`src/verilog/wwdt_pkg.sv`:
```
// package: register map, field layout and reset values of the watchdog
package wwdt_pkg;
   localparam logic [1:0] OFS_RESTART_CTRL = 2'h0;
   localparam logic [1:0] OFS_MODE_CONFIG = 2'h1;
   localparam logic [1:0] OFS_FAULT_STATUS = 2'h2;
   localparam logic [3:0] ADDR_W = 4'h2;
   localparam int LOAD_LSB = 0;
   localparam int FIEN_BIT = 12;
   localparam int RSTEN_BIT = 13;
   localparam int SCOPE_BIT = 14;
   localparam int DIS_BIT = 15;
   localparam int DELTA_LSB = 16;
   localparam int DBGHLT_BIT = 28;
   localparam int IDLEHLT_BIT = 29;
   localparam int KEY_LSB = 24;
   localparam int RESTART_BIT = 0;
   localparam int UNF_BIT = 0;
   localparam int ERR_BIT = 1;
   localparam logic [7:0] RESTART_KEY = 8'hA5;
   localparam logic [31:0] MODE_RESET = 32'h3FFF_2FFF;
   localparam logic [11:0] COUNT_MAX = 12'hFFF;
   localparam int PRESCALE_DIV = 128;
   localparam logic [6:0] PRESCALE_LAST = 7'(PRESCALE_DIV - 1);
endpackage

```
`src/verilog/wwdt_prescaler.sv`:
```
// divide-by-128 tick generator on the slow clock enable
`timescale 1ns/10ps
module wwdt_prescaler (
   input wire logic mclk_in,
   input wire logic rst_in,
   input wire logic slow_tick_in,
   input wire logic restart_in,
   output logic tick_out
);
   logic [6:0] count;
   logic [6:0] next_count;
   logic next_tick;

   always_comb begin
      next_count = count;
      next_tick = 1'b0;
      if (restart_in) begin
         next_count = 7'h00;
      end else if (slow_tick_in) begin
         if (count == wwdt_pkg::PRESCALE_LAST) begin
            next_count = 7'h00;
            next_tick = 1'b1;
         end else begin
            next_count = count + 7'h01;
         end
      end
   end

   always_ff @(posedge mclk_in) begin
      if (rst_in) begin
         count <= 7'h00;
         tick_out <= 1'b0;
      end else begin
         count <= next_count;
         tick_out <= next_tick;
      end
   end
endmodule // wwdt_prescaler

```
`src/verilog/wwdt_sync.sv`:
```
// three-stage synchroniser; a change counts when stages two and three agree
`timescale 1ns/10ps
module wwdt_sync (
   input wire logic mclk_in,
   input wire logic rst_in,
   input wire logic async_in,
   output logic level_out
);
   logic [2:0] stage;
   logic [2:0] next_stage;
   logic next_level;

   always_comb begin
      next_stage = {stage[1:0], async_in};
      next_level = level_out;
      if (stage[1] == stage[2]) begin
         next_level = stage[2];
      end
   end

   always_ff @(posedge mclk_in) begin
      if (rst_in) begin
         stage <= 3'h0;
         level_out <= 1'b0;
      end else begin
         stage <= next_stage;
         level_out <= next_level;
      end
   end
endmodule // wwdt_sync

```
`src/verilog/wwdt_core.sv`:
```
// windowed watchdog: write-once mode, keyed restart, sticky fault status
`timescale 1ns/10ps
module wwdt_core (
   input wire logic mclk_in,
   input wire logic rst_in,
   input wire logic slow_clk_in,
   input wire logic debug_state_in,
   input wire logic idle_mode_in,
   input wire logic [3:0] addr_in,
   input wire logic [31:0] wdata_in,
   input wire logic wr_in,
   input wire logic rd_in,
   output logic [31:0] rdata_out,
   output logic irq_out,
   output logic fault_out,
   output logic proc_reset_req_out,
   output logic all_reset_req_out
);
   logic [31:0] mode;
   logic mode_locked;
   logic [11:0] count;
   logic underflow_flag;
   logic early_restart_error_flag;
   logic fault;
   logic slow_prev;
   logic [31:0] next_mode;
   logic next_locked;
   logic [11:0] next_count;
   logic next_unf;
   logic next_err;
   logic next_fault;
   logic [31:0] next_rdata;
   logic slow_sync;
   logic debug_sync;
   logic idle_sync;
   logic slow_rise;
   logic tick;
   logic restart_ok;
   logic restart_bad;
   logic mode_wr;
   logic ctrl_wr;
   logic stat_rd;
   logic halted;
   logic unf_event;

   function automatic logic hit(input logic [3:0] a, input logic [1:0] ofs);
      hit = (a == {ofs, 2'b00});
   endfunction

   wwdt_sync u_sync_slow (.mclk_in(mclk_in), .rst_in(rst_in),
      .async_in(slow_clk_in), .level_out(slow_sync));
   wwdt_sync u_sync_dbg (.mclk_in(mclk_in), .rst_in(rst_in),
      .async_in(debug_state_in), .level_out(debug_sync));
   wwdt_sync u_sync_idle (.mclk_in(mclk_in), .rst_in(rst_in),
      .async_in(idle_mode_in), .level_out(idle_sync));

   assign slow_rise = slow_sync & ~slow_prev;

   wire logic [11:0] load_val = mode[wwdt_pkg::LOAD_LSB +: 12];
   wire logic [11:0] delta_val = mode[wwdt_pkg::DELTA_LSB +: 12];
   wire logic disabled = mode[wwdt_pkg::DIS_BIT];
   wire logic rst_en = mode[wwdt_pkg::RSTEN_BIT];

   assign mode_wr = wr_in && hit(addr_in, wwdt_pkg::OFS_MODE_CONFIG);
   assign ctrl_wr = wr_in && hit(addr_in, wwdt_pkg::OFS_RESTART_CTRL)
      && wdata_in[wwdt_pkg::KEY_LSB +: 8] == wwdt_pkg::RESTART_KEY
      && wdata_in[wwdt_pkg::RESTART_BIT];
   assign stat_rd = rd_in && hit(addr_in, wwdt_pkg::OFS_FAULT_STATUS);
   // window check; delta at or above load always passes
   assign restart_ok = ctrl_wr && (count <= delta_val);
   assign restart_bad = ctrl_wr && (count > delta_val);
   assign halted = (debug_sync && mode[wwdt_pkg::DBGHLT_BIT])
      || (idle_sync && mode[wwdt_pkg::IDLEHLT_BIT]);

   wwdt_prescaler u_presc (.mclk_in(mclk_in), .rst_in(rst_in),
      .slow_tick_in(slow_rise & ~halted & ~disabled),
      .restart_in(restart_ok | (mode_wr & ~mode_locked)),
      .tick_out(tick));

   assign unf_event = tick && !disabled && !halted && count == 12'h000
      && !restart_ok && !(mode_wr && !mode_locked);

   always_comb begin
      next_mode = mode;
      next_locked = mode_locked;
      next_count = count;
      if (mode_wr && !mode_locked) begin
         next_mode = wdata_in;
         next_locked = 1'b1;
         next_count = wdata_in[wwdt_pkg::LOAD_LSB +: 12];
      end else if (restart_ok) begin
         next_count = load_val;
      end else if (tick && !disabled && !halted) begin
         // decrement and wrap from zero to the load value
         if (count == 12'h000) begin
            next_count = load_val;
         end else begin
            next_count = count - 12'h001;
         end
      end
   end

   always_comb begin
      next_unf = underflow_flag;
      next_err = early_restart_error_flag;
      if (stat_rd) begin
         next_unf = 1'b0;
         next_err = 1'b0;
      end
      // a new event wins over a clearing read
      if (unf_event) begin
         next_unf = 1'b1;
      end
      if (restart_bad) begin
         next_err = 1'b1;
      end
      next_fault = fault;
      if (stat_rd) begin
         next_fault = 1'b0;
      end
      if ((unf_event && rst_en) || restart_bad) begin
         next_fault = 1'b1;
      end
      next_rdata = 32'h0000_0000;
      if (rd_in && hit(addr_in, wwdt_pkg::OFS_MODE_CONFIG)) begin
         next_rdata = mode;
      end else if (stat_rd) begin
         next_rdata[wwdt_pkg::UNF_BIT] = underflow_flag;
         next_rdata[wwdt_pkg::ERR_BIT] = early_restart_error_flag;
      end
   end

   // a watchdog reset arrives back through rst_in, clearing all state
   always_ff @(posedge mclk_in) begin
      if (rst_in) begin
         mode <= wwdt_pkg::MODE_RESET;
         mode_locked <= 1'b0;
         count <= wwdt_pkg::COUNT_MAX;
         underflow_flag <= 1'b0;
         early_restart_error_flag <= 1'b0;
         fault <= 1'b0;
         slow_prev <= 1'b0;
         rdata_out <= 32'h0000_0000;
         irq_out <= 1'b0;
         fault_out <= 1'b0;
         proc_reset_req_out <= 1'b0;
         all_reset_req_out <= 1'b0;
      end else begin
         mode <= next_mode;
         mode_locked <= next_locked;
         count <= next_count;
         underflow_flag <= next_unf;
         early_restart_error_flag <= next_err;
         fault <= next_fault;
         slow_prev <= slow_sync;
         rdata_out <= next_rdata;
         irq_out <= (next_unf | next_err)
            & next_mode[wwdt_pkg::FIEN_BIT];
         fault_out <= next_fault;
         proc_reset_req_out <= next_fault & next_mode[wwdt_pkg::RSTEN_BIT]
            & next_mode[wwdt_pkg::SCOPE_BIT];
         all_reset_req_out <= next_fault & next_mode[wwdt_pkg::RSTEN_BIT]
            & ~next_mode[wwdt_pkg::SCOPE_BIT];
      end
   end
endmodule // wwdt_core

```
`config.mk`:
```
export PLATFORM = sky130hd
export DESIGN_NAME = wwdt_core
export DESIGN_NICKNAME = d
export VERILOG_FILES = /design/src/verilog/wwdt_pkg.sv /design/src/verilog/wwdt_prescaler.sv /design/src/verilog/wwdt_sync.sv /design/src/verilog/wwdt_core.sv
export SDC_FILE = /design/constraint.sdc
export NUM_CORES = 1
export LEC_CHECK = 0
export ABC_AREA = 0
export BUFFER_PORTS_ARGS = -buffer_cell sky130_fd_sc_hd__buf_4
export CORE_UTILIZATION = 35
export CTS_CLUSTER_DIAMETER = 30
export DETAILED_ROUTE_END_ITERATION = 12
export PLACE_DENSITY = 0.6
export SLEW_MARGIN = 15
export SYNTH_ARGS = -nofsm -noshare
export SYNTH_HDL_FRONTEND = slang
export SYNTH_HIERARCHICAL = 1
export SYNTH_SLANG_ARGS = --single-unit
```
`constraint.sdc`:
```
create_clock -name mclk_in -period 4.2 [get_ports mclk_in]
set_input_delay 0.84 -clock mclk_in [delete_from_list [all_inputs] [get_ports mclk_in]]
set_output_delay 0.84 -clock mclk_in [all_outputs]
set_load 0.01 [all_outputs]
```
==> results.toml <==
[floorplan]
die_h_um = 112
ios = 79
initial_core_util = 0.364
coreArea_sq_mm = 0.0116
die-area_sq_mm = 0.0125
rows = 39
die_x_um = 112

[synth]
synth_area_leaders = "dfxtp_1, nand2_1, and2_1, ha_1, a21oi_1"
syn-num-nets = 513
ys_ff_latch = 104
syn_avg_cell_area_sq_um = 9.25
ys_types = 58
netlist_instances = 455
synthTopCellsByCount = "dfxtp_1, nand2_1, and2_1"
yosysMostFrequentCell = "dfxtp_1"
synth_edf_count = 0
async_reset_ff_frac = 0
synth_area_leader_cell = "dfxtp_1"
synth_top_area_frac = 0.495
ys_seq_area_frac = 0.495
syn_area_sq_mm = 0.00421
yosysWarnings = 6
synth_flop_cell = "dfxtp_1"

[timing]
setup_violations = 0
finalCriticalPeriod_ns = 2.63
finalCritPeriodShare = 0.627
clock_skew_ns = 0.00879
fin_ws_ns = 1.57
rsz0062_at_grt = "false"
worst_pin_slew_ns = 0.735
whs_ns = 0.440
slew_headroom = 0.509
tns_ns = 0
drv_slew = 0
fmax_ghz = 0.380
hold_violations = 0

[grt]
grt_pass1_vias = 3259
grt_use_total = 0.164
grt_pass1_wl_um = 16100
antenna_found_initial = 0
overflow = 0
grt_max_degree = 47

[hold_path]
hp-class = "reg -> reg"
min_path_cells = 1

[critical_path]
ff2ff_path_depth = 7
required_ns = 4.44
crit_path_start_kind = "input port"
arrival_ns = 2.87
end_kind = "flop"
critPathMaxFanout = 12
path_class = "in -> reg"

[clock_tree]
cts_root_buf = "clkbuf_16"
clk_latency_ns = 0.34
path_clk_slew_ns = 0.07
post_cts_buffers = 0
clk_path_buf_depth = 2
cts_made_buffers = 9
cts.htree.levels = 3
cts_tree = "yes"
cts_resized = 0
cts_sinks = 104
hold_buffers = 0

[run]
drv_cap = 0

[placement]
gp_congestion = 0.836
hpwl_um = 7160
io_buffers = 78
dpl_worst_slack_ns = 1.25

[finish]
area_delta_synth_final_pct = 24.3
drive_above_1_share = 0.217
fin_nets = 587
n_antenna_cell = 0

[detailed_routing]
drc = 6
wirelength_um = 9810
top_layer_used = "met4"
vias = 3360
routedWlPerCell_um = 14.5
dr_wl_met2_um = 4440
vias_per_cell = 4.96
drt_pre_antenna_iters = 10
initialDrtViolationCount = 181
wl_met3_um = 369
wl_met1_um = 4830
drtAntennaViolNets = 0

[pwr]
switching_share = 0.221
vdd_ir_drop_max_mv = 0.177
pwr-share-seq = 0.516
power.share.clock = 0.426
switchingPower_mw = 0.430
power.internal_mw = 1.52
p_leak_nw = 2.34
combinationalPowerShare = 0.058
powerDensity_mw_per_mm2 = 373
power_mw = 1.95

[outcome]
failed_checks = "DRC"
status = "complete, but fails checks"
==> logic make-up (layout without fill, tap and decap cells) <==
logic type / Yosys count / in the layout / synth area share
AO/OA/AOI/OAI: 81 / 81 / 0.124
XOR/XNOR: 9 / 9 / 0.0187
adder cells (fa/ha/maj): 15 / 15 / 0.0446
buffers and inverters: 35 / 114 / 0.0336
flip-flops: 104 / 104 / 0.495
multiplexers: 10 / 10 / 0.0291
AND/OR/NAND/NOR: 201 / 201 / 0.255
==> final cells by class <==
class                   count  area, sq um
clock buffers              10          229
multi-input cells         316         2000
well taps                 143          179
flip-flops and latches    104         2080
repair buffers             82          616
inverters                  16         60.1
fillers                  1145         6330
clock inverters             6         67.6
==> cell usage in the layout, fill, tap and decap left out, types with 13 or more instances in the layout <==
cell | netlist | routed
dfxtp_1 | 104 | 104
ha_1 | 15 | 15
inv_1 | 16 | 16
nor2b_1 | 13 | 13
nor2_1 | 27 | 27
and2_1 | 35 | 35
a21oi_1 | 27 | 27
nor3_1 | 15 | 15
buf_4 | 0 | 82
nand2_1 | 63 | 63
==> stage by stage <==
stage          utilization  instance area [sq um]  instances
6_report             0.452                   5230        677
5_1_grt              0.452                   5230        677
4_1_cts              0.452                   5230        677
3_5_place_dp         0.427                   4930        661
3_3_place_gp         0.427                   4930        661
2_1_floorplan            -                   4210        455
==> power by group through the flow <==
stage               sequential (mW)  clock (mW)  combinational (mW)
finish                         1.01       0.830               0.113
global route                   1.01       0.896               0.125
CTS                            1.01       0.850               0.115
detailed placement             1.03           0               0.115
global placement               1.03           0               0.113
floorplan                      1.03           0              0.0559
==> registers in the layout, indices dropped and copies added, names as in the netlist <==
signal,count
u_sync_dbg/stage,3
proc_reset_req_out,1
u_sync_idle/level_out,1
u_sync_idle/stage,3
count,12
u_presc/count,7
mode,32
mode_locked,1
fault,1
u_sync_slow/stage,3
early_restart_error_flag,1
irq_out,1
u_sync_slow/level_out,1
rdata_out,32
u_sync_dbg/level_out,1
slow_prev,1
underflow_flag,1
all_reset_req_out,1
u_presc/tick_out,1
==> critical path, cell delays in order <==
cell and delay [ns]:
buf_4 0.12, nor2b_1 0.26, nand2_1 0.13, or4_1 0.62, nand2_1 0.18, a21oi_1 0.13, a311o_1 0.37, a21bo_2 0.21
==> routing by layer <==
layer / track usage / vias up
li1: - / 1725
met1: 0.220 / 1545
met2: 0.263 / 79
met3: 0.0261 / 11
met4: 0.0676 / 0
met5: 0 / -
==> worst paths after layout <==
check,slack (ns),to,start
worst max-delay path,1.57,count[2],addr_in[3]
worst min-delay path,0.44,u_sync_dbg/stage[1],u_sync_dbg/stage[0]
worst max register to register,1.79,count[7],count[9]
worst min register to register,0.44,u_sync_dbg/stage[1],u_sync_dbg/stage[0]
(Power assumes the default switching activity.)
